[config.mk]
export PLATFORM = sky130hd
export DESIGN_NAME = iprio_ctrl
export DESIGN_NICKNAME = d
export VERILOG_FILES = /design/src/core/iprio_ctrl.v /design/src/core/iprio_hold.v /design/src/core/iprio_stack.v
export VERILOG_INCLUDE_DIRS = /design/src /design/src/core
export SDC_FILE = /design/constraint.sdc
export NUM_CORES = 1
export LEC_CHECK = 0
export ABC_AREA = 1
export BUFFER_PORTS_ARGS = -buffer_cell sky130_fd_sc_hd__buf_2
export CORE_MARGIN = 8
export CORE_UTILIZATION = 35
export CTS_BUF_LIST = sky130_fd_sc_hd__clkbuf_4 sky130_fd_sc_hd__clkbuf_8
export CTS_CLUSTER_DIAMETER = 40
export DETAILED_ROUTE_END_ITERATION = 8
export GPL_ROUTABILITY_DRIVEN = 0
export PLACE_DENSITY = 0.54
export SLEW_MARGIN = 20
export SYNTH_ARGS = -nofsm -noshare
export SYNTH_HDL_FRONTEND = slang
export SYNTH_HIERARCHICAL = 1
export SYNTH_SLANG_ARGS = --single-unit
[constraint.sdc]
create_clock -name pclk -period 9.62 [get_ports pclk]
set_input_delay 1.443 -clock pclk [delete_from_list [all_inputs] [get_ports pclk]]
set_output_delay 1.443 -clock pclk [all_outputs]
set_load 0.03 [all_outputs]
[src/core/iprio_defs.vh]
// Constants for the interrupt priority and status block.
// Assumes a 32-bit APB register bus and a single pclk domain.
`ifndef IPRIO_DEFS_VH
`define IPRIO_DEFS_VH

`define IPRIO_NSRC 8
`define IPRIO_NTRAP 4
`define IPRIO_PRIO_W 3
`define IPRIO_PRIO_ALL_W 24
`define IPRIO_PRIO_RST 24'h924924
`define IPRIO_LVL_ZERO 4'h0
`define IPRIO_USR_MAX_LVL 4'h7
`define IPRIO_TRAP_LVL_BASE 4'h8
`define IPRIO_HOLD_LO 4'h1
`define IPRIO_HOLD_HI 4'h6
`define IPRIO_VEC_USR_BASE 7'h04
`define IPRIO_VEC_ZERO 7'h00

`define IPRIO_OFF_CTRL1 8'h00
`define IPRIO_OFF_FLAGS 8'h04
`define IPRIO_OFF_ENABLE 8'h08
`define IPRIO_OFF_PRIO 8'h0c
`define IPRIO_OFF_SRL 8'h10
`define IPRIO_OFF_LVLVEC 8'h14
`define IPRIO_OFF_HOLD 8'h18
`define IPRIO_OFF_MASK 8'h1c

`define IPRIO_NESTING_DISABLE_BIT 15
`define IPRIO_SRL_IPL_MSB 7
`define IPRIO_SRL_IPL_LSB 5
`define IPRIO_SRL_LO_W 5
`define IPRIO_SRL_IPL7 3'h7
`define IPRIO_LVL_LSB 8
`define IPRIO_LVL_MSB 11
`define IPRIO_VEC_MSB 6

`define IPRIO_HOLD_W 14
`define IPRIO_STK_DEPTH 8
`define IPRIO_STK_AW 3
`define IPRIO_STK_W 25

`endif

[src/core/iprio_ctrl.v]
// Interrupt priority resolver with flag, enable, priority and CPU level state.
// Assumes an APB master on pclk and a core that pulses take and return.
// Function
// [RL1] With nesting disabled, no user interrupt preempts a routine already running.
// [RL2] Software wanting no priority distinction gives every enabled source one nonzero level.
// [RL3] Software clears a source's pending flag before enabling it.
// [RL4] A source can request only while its enable bit is one.
// [RL5] A flag still set at return makes the same interrupt be taken again at once.
// [RL6] Return restores the saved program counter, low status byte and CPU level.
// [RL7] A trap keeps being requested until software clears its trap flag.
// [RL8] Raising the CPU level to 7 through the low status byte blocks all user interrupts.
// [RL9] Software saves the status word before raising the level and restores it afterwards.
// [RL10] Raising the CPU level masks user levels up to 7 only, never traps at 8 to 15.
// [RL11] The timed hold-off blocks levels 1 through 6 for its count of cycles.
// [RL12] Level 7 sources are still serviced during the timed hold-off.
// [RL13] A priority field of zero stops a source whatever its enable bit.
// [RL14] Status bits 11 to 8 report the new CPU level of the interrupt being taken.
// [RL15] Status bits 6 to 0 report the pending vector field, bit 7 reads zero.
// [RL16] Reset sets every user source priority field to level 4.
//
// Chosen here: register access over APB and the register addresses.
`default_nettype none
`include "iprio_defs.vh"

module iprio_ctrl (
  input wire pclk,
  input wire presetn,
  input wire psel,
  input wire penable,
  input wire pwrite,
  input wire [7:0] paddr,
  input wire [31:0] pwdata,
  output wire [31:0] prdata,
  output wire pready,
  output wire pslverr,
  input wire [`IPRIO_NSRC-1:0] src_event,
  input wire [`IPRIO_NTRAP-1:0] trap_event,
  input wire core_take,
  input wire [15:0] core_pc,
  input wire core_return,
  output wire core_irq_req,
  output wire [3:0] core_irq_level,
  output wire [6:0] core_irq_vector,
  output wire ret_valid,
  output wire [15:0] ret_pc,
  output wire irq
);

  reg [31:0] prdata_reg;
  reg pready_reg;
  reg pslverr_reg;
  reg nest_dis_reg;
  reg [`IPRIO_NTRAP-1:0] trap_reg;
  reg [`IPRIO_NSRC-1:0] flag_reg;
  reg [`IPRIO_NSRC-1:0] en_reg;
  reg [`IPRIO_NSRC-1:0] mask_reg;
  reg [`IPRIO_PRIO_ALL_W-1:0] prio_reg;
  reg [3:0] cpu_lvl_reg;
  reg [`IPRIO_SRL_LO_W-1:0] srl_lo_reg;
  reg [3:0] lvl_out_reg;
  reg [6:0] vec_out_reg;
  reg req_reg;
  reg irq_reg;

  wire stk_empty;
  wire stk_full;
  wire stk_valid;
  wire [`IPRIO_STK_W-1:0] stk_data;
  wire hold_active;
  wire [`IPRIO_HOLD_W-1:0] hold_left;

  wire setup = psel && !penable;
  wire wr_en = psel && penable && pwrite && pready_reg;
  wire take = core_take && req_reg && !stk_full;
  wire [7:0] srl_view = cpu_lvl_reg[3] ? {`IPRIO_SRL_IPL7, srl_lo_reg} :
                        {cpu_lvl_reg[2:0], srl_lo_reg};

  function [`IPRIO_PRIO_W-1:0] prio_of;
    input [`IPRIO_PRIO_ALL_W-1:0] word;
    input integer idx;
    begin
      prio_of = word[idx*`IPRIO_PRIO_W +: `IPRIO_PRIO_W];
    end
  endfunction

  // Hardware sets win over a write-one-to-clear in the same cycle.
  function [31:0] w1c_next;
    input [31:0] cur;
    input [31:0] set;
    input [31:0] clr;
    input wr;
    begin
      w1c_next = (cur & ~(wr ? clr : 32'h00000000)) | set;
    end
  endfunction

  function hit;
    input [7:0] addr;
    input [7:0] off;
    begin
      hit = (addr == off);
    end
  endfunction

  // Write strobes only fire at the access edge, so a refused or read access
  // can never disturb register state.
  wire wr_ctrl1 = wr_en && hit(paddr, `IPRIO_OFF_CTRL1);
  wire wr_flags = wr_en && hit(paddr, `IPRIO_OFF_FLAGS);
  wire wr_enable = wr_en && hit(paddr, `IPRIO_OFF_ENABLE);
  wire wr_prio = wr_en && hit(paddr, `IPRIO_OFF_PRIO);
  wire wr_srl = wr_en && hit(paddr, `IPRIO_OFF_SRL);
  wire wr_hold = wr_en && hit(paddr, `IPRIO_OFF_HOLD);
  wire wr_mask = wr_en && hit(paddr, `IPRIO_OFF_MASK);

  // Flag updates are cut back to the implemented bits on purpose.
  wire [31:0] trap_next = w1c_next({28'h0000000, trap_reg}, {28'h0000000, trap_event},
                                   pwdata, wr_ctrl1);
  wire [31:0] flag_next = w1c_next({24'h000000, flag_reg}, {24'h000000, src_event},
                                   pwdata, wr_flags);

  reg [3:0] best_lvl;
  reg [6:0] best_vec;
  reg [3:0] lvl;
  reg usr_ok;
  integer i;

  always @* begin
    best_lvl = `IPRIO_LVL_ZERO;
    best_vec = `IPRIO_VEC_ZERO;
    lvl = `IPRIO_LVL_ZERO;
    usr_ok = 1'b0;
    for (i = 0; i < `IPRIO_NTRAP; i = i + 1) begin
      lvl = `IPRIO_TRAP_LVL_BASE + i[3:0];
      // Trap flags are never gated by enables, level masks or hold-off. [RL7] [RL10]
      if (trap_reg[i] && lvl > best_lvl) begin
        best_lvl = lvl;
        best_vec = i[6:0];
      end
    end
    for (i = 0; i < `IPRIO_NSRC; i = i + 1) begin
      lvl = {1'b0, prio_of(prio_reg, i)};
      usr_ok = flag_reg[i] && en_reg[i]; // [RL4]
      if (lvl == `IPRIO_LVL_ZERO) begin
        usr_ok = 1'b0; // [RL13]
      end
      if (hold_active && lvl >= `IPRIO_HOLD_LO && lvl <= `IPRIO_HOLD_HI) begin
        usr_ok = 1'b0; // [RL11] [RL12]
      end
      if (nest_dis_reg && !stk_empty) begin
        usr_ok = 1'b0; // [RL1]
      end
      if (usr_ok && lvl > best_lvl) begin
        best_lvl = lvl;
        best_vec = `IPRIO_VEC_USR_BASE + i[6:0];
      end
    end
  end

  // A strict compare against the CPU level means level 7 in the status byte
  // blocks every user source but still lets traps through. [RL8] [RL10]
  wire accept = (best_lvl > cpu_lvl_reg) && !stk_full;

  iprio_stack u_stack (
    .pclk(pclk),
    .presetn(presetn),
    .push(take),
    .push_data({cpu_lvl_reg, srl_lo_reg, core_pc}),
    .pop(core_return),
    .pop_data(stk_data),
    .pop_valid(stk_valid),
    .empty(stk_empty),
    .full(stk_full)
  );

  iprio_hold u_hold (
    .pclk(pclk),
    .presetn(presetn),
    .load(wr_hold),
    .count(pwdata[`IPRIO_HOLD_W-1:0]),
    .active(hold_active),
    .remaining(hold_left)
  );

  always @(posedge pclk or negedge presetn) begin
    if (!presetn) begin
      prdata_reg <= 32'h00000000;
      pready_reg <= 1'b0;
      pslverr_reg <= 1'b0;
    end else begin
      pready_reg <= setup;
      pslverr_reg <= 1'b0;
      prdata_reg <= 32'h00000000;
      if (setup) begin
        case (paddr)
          `IPRIO_OFF_CTRL1: begin
            prdata_reg[`IPRIO_NESTING_DISABLE_BIT] <= nest_dis_reg;
            prdata_reg[`IPRIO_NTRAP-1:0] <= trap_reg;
          end
          `IPRIO_OFF_FLAGS: prdata_reg[`IPRIO_NSRC-1:0] <= flag_reg;
          `IPRIO_OFF_ENABLE: prdata_reg[`IPRIO_NSRC-1:0] <= en_reg;
          `IPRIO_OFF_PRIO: prdata_reg[`IPRIO_PRIO_ALL_W-1:0] <= prio_reg;
          `IPRIO_OFF_SRL: prdata_reg[7:0] <= srl_view;
          `IPRIO_OFF_LVLVEC: begin
            prdata_reg[`IPRIO_LVL_MSB:`IPRIO_LVL_LSB] <= lvl_out_reg; // [RL14]
            prdata_reg[`IPRIO_VEC_MSB:0] <= vec_out_reg; // [RL15]
          end
          `IPRIO_OFF_HOLD: prdata_reg[`IPRIO_HOLD_W-1:0] <= hold_left;
          `IPRIO_OFF_MASK: prdata_reg[`IPRIO_NSRC-1:0] <= mask_reg;
          default: pslverr_reg <= 1'b1;
        endcase
      end
    end
  end

  always @(posedge pclk or negedge presetn) begin
    if (!presetn) begin
      nest_dis_reg <= 1'b0;
    end else if (wr_ctrl1) begin
      nest_dis_reg <= pwdata[`IPRIO_NESTING_DISABLE_BIT]; // [RL1]
    end
  end

  // Trap and source flags stay set until software clears them. [RL5] [RL7]
  always @(posedge pclk or negedge presetn) begin
    if (!presetn) begin
      trap_reg <= {`IPRIO_NTRAP{1'b0}};
      flag_reg <= {`IPRIO_NSRC{1'b0}};
    end else begin
      trap_reg <= trap_next[`IPRIO_NTRAP-1:0];
      flag_reg <= flag_next[`IPRIO_NSRC-1:0];
    end
  end

  always @(posedge pclk or negedge presetn) begin
    if (!presetn) begin
      en_reg <= {`IPRIO_NSRC{1'b0}};
    end else if (wr_enable) begin
      en_reg <= pwdata[`IPRIO_NSRC-1:0]; // [RL4]
    end
  end

  // The mask only gates the summary irq line; the core request ignores it.
  always @(posedge pclk or negedge presetn) begin
    if (!presetn) begin
      mask_reg <= {`IPRIO_NSRC{1'b0}};
    end else if (wr_mask) begin
      mask_reg <= pwdata[`IPRIO_NSRC-1:0];
    end
  end

  always @(posedge pclk or negedge presetn) begin
    if (!presetn) begin
      prio_reg <= `IPRIO_PRIO_RST; // [RL16]
    end else if (wr_prio) begin
      prio_reg <= pwdata[`IPRIO_PRIO_ALL_W-1:0];
    end
  end

  // CPU level: taking an interrupt raises it, a return restores the saved one,
  // and a software write may only change it while no trap is being served.
  always @(posedge pclk or negedge presetn) begin
    if (!presetn) begin
      cpu_lvl_reg <= `IPRIO_LVL_ZERO;
      srl_lo_reg <= {`IPRIO_SRL_LO_W{1'b0}};
    end else if (take) begin
      cpu_lvl_reg <= best_lvl;
    end else if (stk_valid) begin
      cpu_lvl_reg <= stk_data[`IPRIO_STK_W-1:`IPRIO_STK_W-4]; // [RL6]
      srl_lo_reg <= stk_data[`IPRIO_STK_W-5:16]; // [RL6]
    end else if (wr_srl) begin
      srl_lo_reg <= pwdata[`IPRIO_SRL_LO_W-1:0];
      if (!cpu_lvl_reg[3]) begin
        cpu_lvl_reg <= {1'b0, pwdata[`IPRIO_SRL_IPL_MSB:`IPRIO_SRL_IPL_LSB]}; // [RL8]
      end
    end
  end

  always @(posedge pclk or negedge presetn) begin
    if (!presetn) begin
      lvl_out_reg <= `IPRIO_LVL_ZERO;
      vec_out_reg <= `IPRIO_VEC_ZERO;
      req_reg <= 1'b0;
      irq_reg <= 1'b0;
    end else begin
      lvl_out_reg <= best_lvl; // [RL14]
      vec_out_reg <= best_vec; // [RL15]
      // The request is withdrawn for the take cycle's successor and for the
      // restore cycle, so a stale level is never offered twice.
      req_reg <= accept && !take && !stk_valid && !core_return; // [RL5]
      irq_reg <= |(flag_reg & mask_reg);
    end
  end

  assign prdata = prdata_reg;
  assign pready = pready_reg;
  assign pslverr = pslverr_reg;
  assign core_irq_req = req_reg;
  assign core_irq_level = lvl_out_reg;
  assign core_irq_vector = vec_out_reg;
  assign ret_valid = stk_valid;
  assign ret_pc = stk_data[15:0]; // [RL6]
  assign irq = irq_reg;

endmodule
`default_nettype wire

[src/core/iprio_hold.v]
// Timed hold-off counter started by a software write.
// Assumes load is a one-cycle pulse; a new load restarts the count.
`default_nettype none
`include "iprio_defs.vh"

module iprio_hold (
  input wire pclk,
  input wire presetn,
  input wire load,
  input wire [`IPRIO_HOLD_W-1:0] count,
  output wire active,
  output wire [`IPRIO_HOLD_W-1:0] remaining
);

  reg [`IPRIO_HOLD_W-1:0] cnt_reg;

  assign active = (cnt_reg != {`IPRIO_HOLD_W{1'b0}});
  assign remaining = cnt_reg;

  always @(posedge pclk or negedge presetn) begin
    if (!presetn) begin
      cnt_reg <= {`IPRIO_HOLD_W{1'b0}};
    end else if (load) begin
      cnt_reg <= count;
    end else if (active) begin
      cnt_reg <= cnt_reg - 1'b1;
    end
  end

endmodule
`default_nettype wire

[src/core/iprio_stack.v]
// Return stack holding the saved program counter, low status bits and CPU level.
// Assumes the caller never pushes when full nor pops when empty.
`default_nettype none
`include "iprio_defs.vh"

module iprio_stack (
  input wire pclk,
  input wire presetn,
  input wire push,
  input wire [`IPRIO_STK_W-1:0] push_data,
  input wire pop,
  output reg [`IPRIO_STK_W-1:0] pop_data,
  output reg pop_valid,
  output wire empty,
  output wire full
);

  reg [`IPRIO_STK_W-1:0] mem [0:`IPRIO_STK_DEPTH-1];
  reg [`IPRIO_STK_AW:0] sp_reg;

  assign empty = (sp_reg == {(`IPRIO_STK_AW+1){1'b0}});
  assign full = (sp_reg == `IPRIO_STK_DEPTH);

  // Storage has no reset; only the pointer and the pop outputs are reset.
  always @(posedge pclk) begin
    if (push && !full) begin
      mem[sp_reg[`IPRIO_STK_AW-1:0]] <= push_data;
    end
  end

  always @(posedge pclk or negedge presetn) begin
    if (!presetn) begin
      sp_reg <= {(`IPRIO_STK_AW+1){1'b0}};
      pop_data <= {`IPRIO_STK_W{1'b0}};
      pop_valid <= 1'b0;
    end else begin
      pop_valid <= 1'b0;
      if (pop && !empty) begin
        pop_data <= mem[sp_reg[`IPRIO_STK_AW-1:0] - 1'b1];
        pop_valid <= 1'b1;
        sp_reg <= sp_reg - 1'b1;
      end else if (push && !full) begin
        sp_reg <= sp_reg + 1'b1;
      end
    end
  end

endmodule
`default_nettype wire

# Word-level counts from Yosys, hierarchy flattened

Memory sizes are Yosys's and may differ from the RTL's. A register that Yosys moved wholly into a read port is not among the register bits.
Cells that the tools add are included.

Add/subtract/negate cells: 4
$mul: 0
Div/mod/pow operators: 0
$lt $le $gt $ge: 28
Eq/ne operators: 9
Shifts and indexed selects: 0
Multiplexer cells: 74
Bitwise logic cells: 8
Reductions and logical operators: 81

Operators with widths:

| cell                    | count |
|---|---|
| $mux W4                 | 19 |
| $logic_and A1 B1 Y1     | 55 |
| $mux W7                 | 7 |
| $eq A8 B5 Y1 const B    | 4 |
| $gt A3 B4 Y1            | 8 |
| $pmux W4 S8             | 1 |
| $mux W1                 | 31 |
| $mux W14                | 2 |
| $ge A3 B1 Y1 const B    | 8 |
| $le A3 B3 Y1 const B    | 8 |
| $logic_not A3 Y1        | 8 |
| $mux W24                | 1 |
| $mux W8                 | 3 |
| $pmux W3 S7             | 1 |
| $and A8 B8 Y8           | 2 |
| $eq A8 B4 Y1 const B    | 2 |
| $reduce_or A8 Y1        | 2 |
| $reduce_bool A14 Y1     | 1 |
| $sub A14 B1 Y14 const B | 1 |
| $gt A4 B4 Y1 const A    | 3 |
| $pmux W4 S3             | 1 |
| $mux W5                 | 2 |
| $eq A8 B3 Y1 const B    | 1 |
| $logic_not A8 Y1        | 1 |
| other kinds (22)        | 32 |

Bits in registers: 120
Bits in latches: 0
RAM bits: 200
Memory bits (read-only): 0
Output and inout bits: 64
Logic and storage cells: 224
Memories: 1

Memory list:

| name        | depth | bits a word | rd ports | clocked after Yosys merged registers in | wr ports | line             | text |
|---|---|---|---|---|---|---|---|
| u_stack.mem | 8     | 25          | 1        | 1                                       | 1        | iprio_stack.v:18 | `` reg [`IPRIO_STK_W-1:0] mem [0:`IPRIO_STK_DEPTH-1]; `` |

# Longest topological paths before layout

Depth after elaboration: 39
Gate-level depth with buffers: 82
Gate-level depth less buffers: 80

# Hierarchy

The synthesis kept the hierarchy.

Modules (own cells, without submodules):

| module      | instances | cells each | area each (sq um) | seq. area each (sq um) |
|---|---|---|---|---|
| iprio_stack | 1         | 774        | 9394.0            | 6756.5 |
| iprio_ctrl  | 1         | 715        | 5728.0            | 2462.4 |
| iprio_hold  | 1         | 133        | 947.2             | 350.3 |

# Least setup slack after synthesis

OpenSTA, ideal clock, no wires.

Path kind: flip-flop to flip-flop
Start point: reg u_stack.sp_reg[0]
End point: reg req_reg (netlist: core_irq_req)
Setup time: 135 ps
Arrival time: 9545 ps
Slack: -60 ps
Cell stages (with the launch flop): 76
Path buffers: 3
Period minus slack after synthesis: 9680 ps
Cells stage by stage: dfrtp_1 > buf_2 > inv_2 > buf_6 > buf_2 > ha_1 > nand3_2 > inv_1 > inv_1 > a21oi_1 > nand2_1 > nor2_4 > nand2_1 > nand2_1 > nand2_1 > ha_1 > nand3_1 > nand2_1 > [40 not listed] > a211oi_1 > nand3_1 > nand3_1 > nand2_1 > ha_1 > inv_1 > nor2_1 > o21a_1 > o2111ai_1 > nand3_1 > nand2_1 > ha_1 > a21oi_1 > nor2_1 > a211oi_1 > a21oi_1 > nand3_1 > nor3_1

Longest elaborated chain between the ends: 32
Elaborated cells on any way between the ends: 43
Those cells by class: 8 x order compare; 1 x eq/ne; 16 x mux; 18 x reduce/logical

Ends and longest elaborated chain:

| item                                  | line             | text |
|---|---|---|
| start: declaration                    | iprio_stack.v:19 | `` reg [`IPRIO_STK_AW:0] sp_reg; `` |
| start signal: assignment              | iprio_stack.v:33 | `` sp_reg <= {(`IPRIO_STK_AW+1){1'b0}}; `` |
| start signal: assignment              | iprio_stack.v:41 | `sp_reg <= sp_reg - 1'b1;` |
| start signal: assignment              | iprio_stack.v:43 | `sp_reg <= sp_reg + 1'b1;` |
| $logic_not A4 Y1 (*)                  | iprio_stack.v:21 | `` assign empty = (sp_reg == {(`IPRIO_STK_AW+1){1'b0}}); `` |
| net stk_empty                         | iprio_ctrl.v:65  | `wire stk_empty;` |
| $logic_not A1 Y1 (*)                  | iprio_ctrl.v:149 | `if (nest_dis_reg && !stk_empty) begin` |
| $logic_and A1 B1 Y1 (*)               | iprio_ctrl.v:149 |  |
| $mux W1                               | iprio_ctrl.v:149 |  |
| $logic_and A1 B1 Y1                   | iprio_ctrl.v:152 | `if (usr_ok && lvl > best_lvl) begin` |
| $mux W4                               | iprio_ctrl.v:152 |  |
| $gt A3 B4 Y1                          | iprio_ctrl.v:152 |  |
| [16 not listed]                       | n/a              |  |
| $mux W4                               | iprio_ctrl.v:152 |  |
| $gt A3 B4 Y1                          | iprio_ctrl.v:152 |  |
| $logic_and A1 B1 Y1                   | iprio_ctrl.v:152 |  |
| $mux W4 (*)                           | iprio_ctrl.v:152 |  |
| net best_lvl[2]                       | iprio_ctrl.v:121 | `reg [3:0] best_lvl;` |
| $gt A4 B4 Y1 (*)                      | iprio_ctrl.v:161 | `wire accept = (best_lvl > cpu_lvl_reg) && !stk_full;` |
| $logic_and A1 B1 Y1 (*)               | iprio_ctrl.v:161 |  |
| $logic_and A1 B1 Y1 (*) (3 in series) | iprio_ctrl.v:289 | `req_reg <= accept && !take && !stk_valid && !core_return;` |
| end signal: assignment                | iprio_ctrl.v:289 |  |
| end: declaration                      | iprio_ctrl.v:62  | `reg req_reg;` |

Mark *: on every way through the listed nets, which the timed path passes. The rest lies on a longest branch.
A chain may end at the register's enable or synchronous reset.

# Worst setup path after layout

Start point: reg trap_reg[3]
End point: reg req_reg (netlist: core_irq_req)

Longest elaborated chain between the ends: 31

Ends and longest elaborated chain:

| item                                  | line             | text |
|---|---|---|
| start: declaration                    | iprio_ctrl.v:53  | `` reg [`IPRIO_NTRAP-1:0] trap_reg; `` |
| start signal: assignment              | iprio_ctrl.v:226 | `` trap_reg <= {`IPRIO_NTRAP{1'b0}}; `` |
| start signal: assignment              | iprio_ctrl.v:229 | `` trap_reg <= trap_next[`IPRIO_NTRAP-1:0]; `` |
| $logic_and A1 B1 Y1 (*)               | iprio_ctrl.v:135 | `if (trap_reg[i] && lvl > best_lvl) begin` |
| $mux W4 (*)                           | iprio_ctrl.v:135 |  |
| $gt A3 B4 Y1                          | iprio_ctrl.v:152 |  |
| $logic_and A1 B1 Y1                   | iprio_ctrl.v:152 |  |
| $mux W4 (*)                           | iprio_ctrl.v:152 |  |
| $gt A3 B4 Y1                          | iprio_ctrl.v:152 |  |
| $logic_and A1 B1 Y1                   | iprio_ctrl.v:152 |  |
| $mux W4 (*)                           | iprio_ctrl.v:152 |  |
| [14 not listed]                       | n/a              |  |
| $mux W4 (*)                           | iprio_ctrl.v:152 |  |
| $gt A3 B4 Y1                          | iprio_ctrl.v:152 |  |
| $logic_and A1 B1 Y1                   | iprio_ctrl.v:152 |  |
| $mux W4 (*)                           | iprio_ctrl.v:152 |  |
| net best_lvl[2]                       | iprio_ctrl.v:121 |  |
| $gt A4 B4 Y1 (*)                      | iprio_ctrl.v:161 |  |
| $logic_and A1 B1 Y1 (*)               | iprio_ctrl.v:161 |  |
| $logic_and A1 B1 Y1 (*) (3 in series) | iprio_ctrl.v:289 |  |

Marks and branches as above.

==> results.sh <==
export IMPL_worstSkewPairLatency_ns=0.63
export IMPL_fp_dieArea_sq_um=53020
export IMPL_synth_top_cells_by_area="edfxtp_1, dfrtp_1, nand2_1"
export IMPL_max_stage_delay_ns=0.42
export IMPL_synthCells=1622
export IMPL_synthXorXnorAreaFrac_pct=0.4282
export IMPL_start_util_pct=35.41
export IMPL_ir_drop_uv=145.6
export IMPL_ys_top_cells_by_count="nand2_1, nor2_1, edfxtp_1"
export IMPL_yosysMostFrequentCell="nand2_1"
export IMPL_crit_top_cell="nand2_2"
export IMPL_hold_path_class="reg -> reg"
export IMPL_worstPathMaxFanout=4
export IMPL_antenna_found_initial=0
export IMPL_power_density_nw_per_um2=258.2
export IMPL_criticalPathCategory="reg -> reg"
export IMPL_num_rows=78
export IMPL_n_fill_cell=4309
export IMPL_critPathCaptureType="flop"
export IMPL_r2r_end="core_irq_req$_DFF_PN0_"
export IMPL_drv_cap=0
export IMPL_grtUsageTotal_pct=17.19
export IMPL_numPortBuffers=119
export IMPL_whs_ns=0.4713
export IMPL_layout_nets=2038
export IMPL_crit_path_top_delay_cell="dfrtp_1"
export IMPL_ys_warn_count=6
export IMPL_syn_to_final_growth_pct=28.31
export IMPL_r2r_cells=77
export IMPL_dieHeight_um=230.3
export IMPL_wl_per_cell_um=17.97
export IMPL_io_pins=139
export IMPL_worstSetupStartpointType="flop"
export IMPL_hpwl_mm=29.13
export IMPL_num_vias=12678
export IMPL_synth_top_area_share_pct=37.37
export IMPL_seq_area_frac_synth_pct=59.55
export IMPL_finalHoldViolCount=0
export IMPL_cts_tree="built"
export IMPL_grt_max_degree=103
export IMPL_slew_violations=0
export IMPL_leakage_nw=8.881
export IMPL_fin_ws_ns=0.01264
export IMPL_drive_gt1_share_pct=31.77
export IMPL_slew_headroom_pct=38.40
export IMPL_setup_viol=0
export IMPL_synthAdderAreaFrac_pct=2.538
export IMPL_ys_ff_latch=342
export IMPL_min_period_over_period_pct=99.87
export IMPL_cts_buffers=68
export IMPL_fin_crit_ns=9.607
export IMPL_cts_root_buffer="clkbuf_8"
export IMPL_path_clk_slew_ns=0.06
export IMPL_vias_per_cell=4.903
export IMPL_ant_nets=0
export IMPL_synth_mux_area_fraction_pct=0.2102
export IMPL_fmax_mhz=104.1
export IMPL_tightest_slew_ns=0.9240
export IMPL_whs_endpoint="u_stack/pop_data[6]$_DFFE_PN0P_"
export IMPL_synth_compound_area_share_pct=8.697
export IMPL_synthSimpleGateAreaFrac_pct=22.66
export IMPL_dr_pass1_iters=8
export IMPL_grt_overflow=0
export IMPL_antenna_cells=0
export IMPL_cts_buffer_depth=3
export IMPL_post_place_ws_ns=-0.8569
export IMPL_fin_worst_skew_ns=0.04999
export IMPL_fp_dieW_um=230.3
export IMPL_multi_input_area_sq_um=6240
export IMPL_drc=0
export IMPL_rsz0062_at_grt="true"
export IMPL_synth_top_area_cell="edfxtp_1"
export IMPL_crit_buf_inv=21
export IMPL_drt_wl_total_mm=46.46
export IMPL_largest_register_ffs=200
export IMPL_netlist_area_sq_um=16070
export IMPL_yosysUniqueCellTypes=55
export IMPL_dr_first_iter_drc_count=765
export IMPL_grt_pass1_wl_mm=72.13
export IMPL_crit_required_ns=10.15
export IMPL_outcome="complete, no violations"
export IMPL_synthArstFlopShare_pct=41.52
export IMPL_synth_flop_cell="edfxtp_1"
export IMPL_register_area_sq_um=9570
export IMPL_cts_htree_levels=3
export IMPL_r2r_start="trap_reg[3]$_DFF_PN0_"
export IMPL_core_sq_um=45380
export IMPL_syn_avg_cell_area_sq_um=9.907
export IMPL_arrival_ns=10.14
export IMPL_synth_edf_count=200
export IMPL_rrSetupSlack_ns=0.01
export IMPL_cts_sinks=342
export IMPL_min_path_cells=2
export IMPL_critical_path_top_delay_family="simple AND/OR/NAND/NOR gates"
export IMPL_hp_start="u_stack/pop_data[6]$_DFFE_PN0P_"
export IMPL_synth_top_family_by_area="simple AND/OR/NAND/NOR gates"
export IMPL_grt_pass1_vias=12923
layout make-up:
type                    count  area share (%)
flip-flops and latches    342           46.42
repair buffers            298           9.667
well taps                 600           3.641
multi-input cells        1086           30.26
clock buffers              95           5.644
clock inverters            30           1.851
inverters                 135           2.518
layout by cell type, fill, tap and decap left out, types with 7 or more instances in the layout:
cell,n
nand2_1,339
nor2_1,206
edfxtp_1,200
buf_4,173
dfrtp_1,133
buf_2,118
o21ai_0,117
inv_1,105
nand3_1,80
clkbuf_8,72
nand3_2,63
a21oi_1,37
nand2_2,27
clkbuf_4,23
ha_4,22
inv_2,21
nor2_2,19
o21ai_1,18
nor3_1,16
a31oi_1,13
a221oi_1,12
o21bai_1,11
clkinv_1,11
conb_1,11
nand4_1,9
ha_1,9
nand2_4,8
dfstp_2,8
nor2_4,7
bufinv_16,7
timing repair:
item,in CTS,in global routing
endpoints found under the setup margin,4,11
resized for setup,64,67
pin swaps,51,73
hold endpoints to repair,0,0
buffers inserted,31,12
gates cloned,0,0
hold buffers,0,0
worst max path at each step:
stage                                               start                     end  slack [ns]  cells past startpoint
final                               trap_reg[3]$_DFF_PN0_  core_irq_req$_DFF_PN0_        0.01                     77
after global routing                trap_reg[3]$_DFF_PN0_  core_irq_req$_DFF_PN0_       -0.68                     76
after CTS                           trap_reg[2]$_DFF_PN0_  core_irq_req$_DFF_PN0_       -0.10                     76
after detailed placement    u_stack/sp_reg[1]$_DFFE_PN0P_  core_irq_req$_DFF_PN0_       -0.86                     75
after global placement    u_hold/remaining[0]$_DFFE_PN0P_  core_irq_req$_DFF_PN0_       -0.47                     75
after floorplan             u_stack/sp_reg[0]$_DFFE_PN0P_  core_irq_req$_DFF_PN0_        0.02                     75
report_power, final:
part | switching [mW] | total [mW] | internal [mW]
Sequential | 0.116 | 1.86 | 1.75
Combinational | 1.18 | 1.80 | 0.620
Clock | 0.670 | 1.66 | 0.989
Total | 1.97 | 5.32 | 3.36
logic make-up (layout without fill, tap and decap cells):
logic type | Yosys count | after routing
compound gates | 242 | 242
buf+inv | 204 | 558
fa+ha+maj | 32 | 32
xor+xnor | 7 | 7
flops | 342 | 342
simple gates | 791 | 791
mux | 3 | 3
other cells | 1 | 11
per-layer routing:
layer | routed length, um | share of wire [%] | vias up | GRT usage, %
met3 | 2379 | 5.1 | 93 | 3.669
met2 | 22740 | 49 | 333 | 28.87
li1 | - | - | 6113 | -
met1 | 19880 | 43 | 6139 | 21.43
met5 | 0 | 0 | - | 0
met4 | 1458 | 3.1 | 0 | 6.692
through the flow:
step                      std cells  utilization, %  power (mW)  area [sq um]  TNS (ns)
after global placement         2418           39.83       3.638         18070   -0.4666
final                          2586           45.43       5.324         20620         0
after detailed placement       2418           39.83       3.668         18070   -0.8569
after CTS                      2574           44.47       5.371         20180   -0.1013
after floorplan                1632               -       3.158         16110         0
after global routing           2586           45.43       5.684         20620   -0.9984
tightest hold or removal path, cell delays in order, from the launching register on:
cell and delay (ns):
dfrtp_1 0.33, nand2_1 0.05, nand2_1 0.05
(Power assumes the default switching activity.)
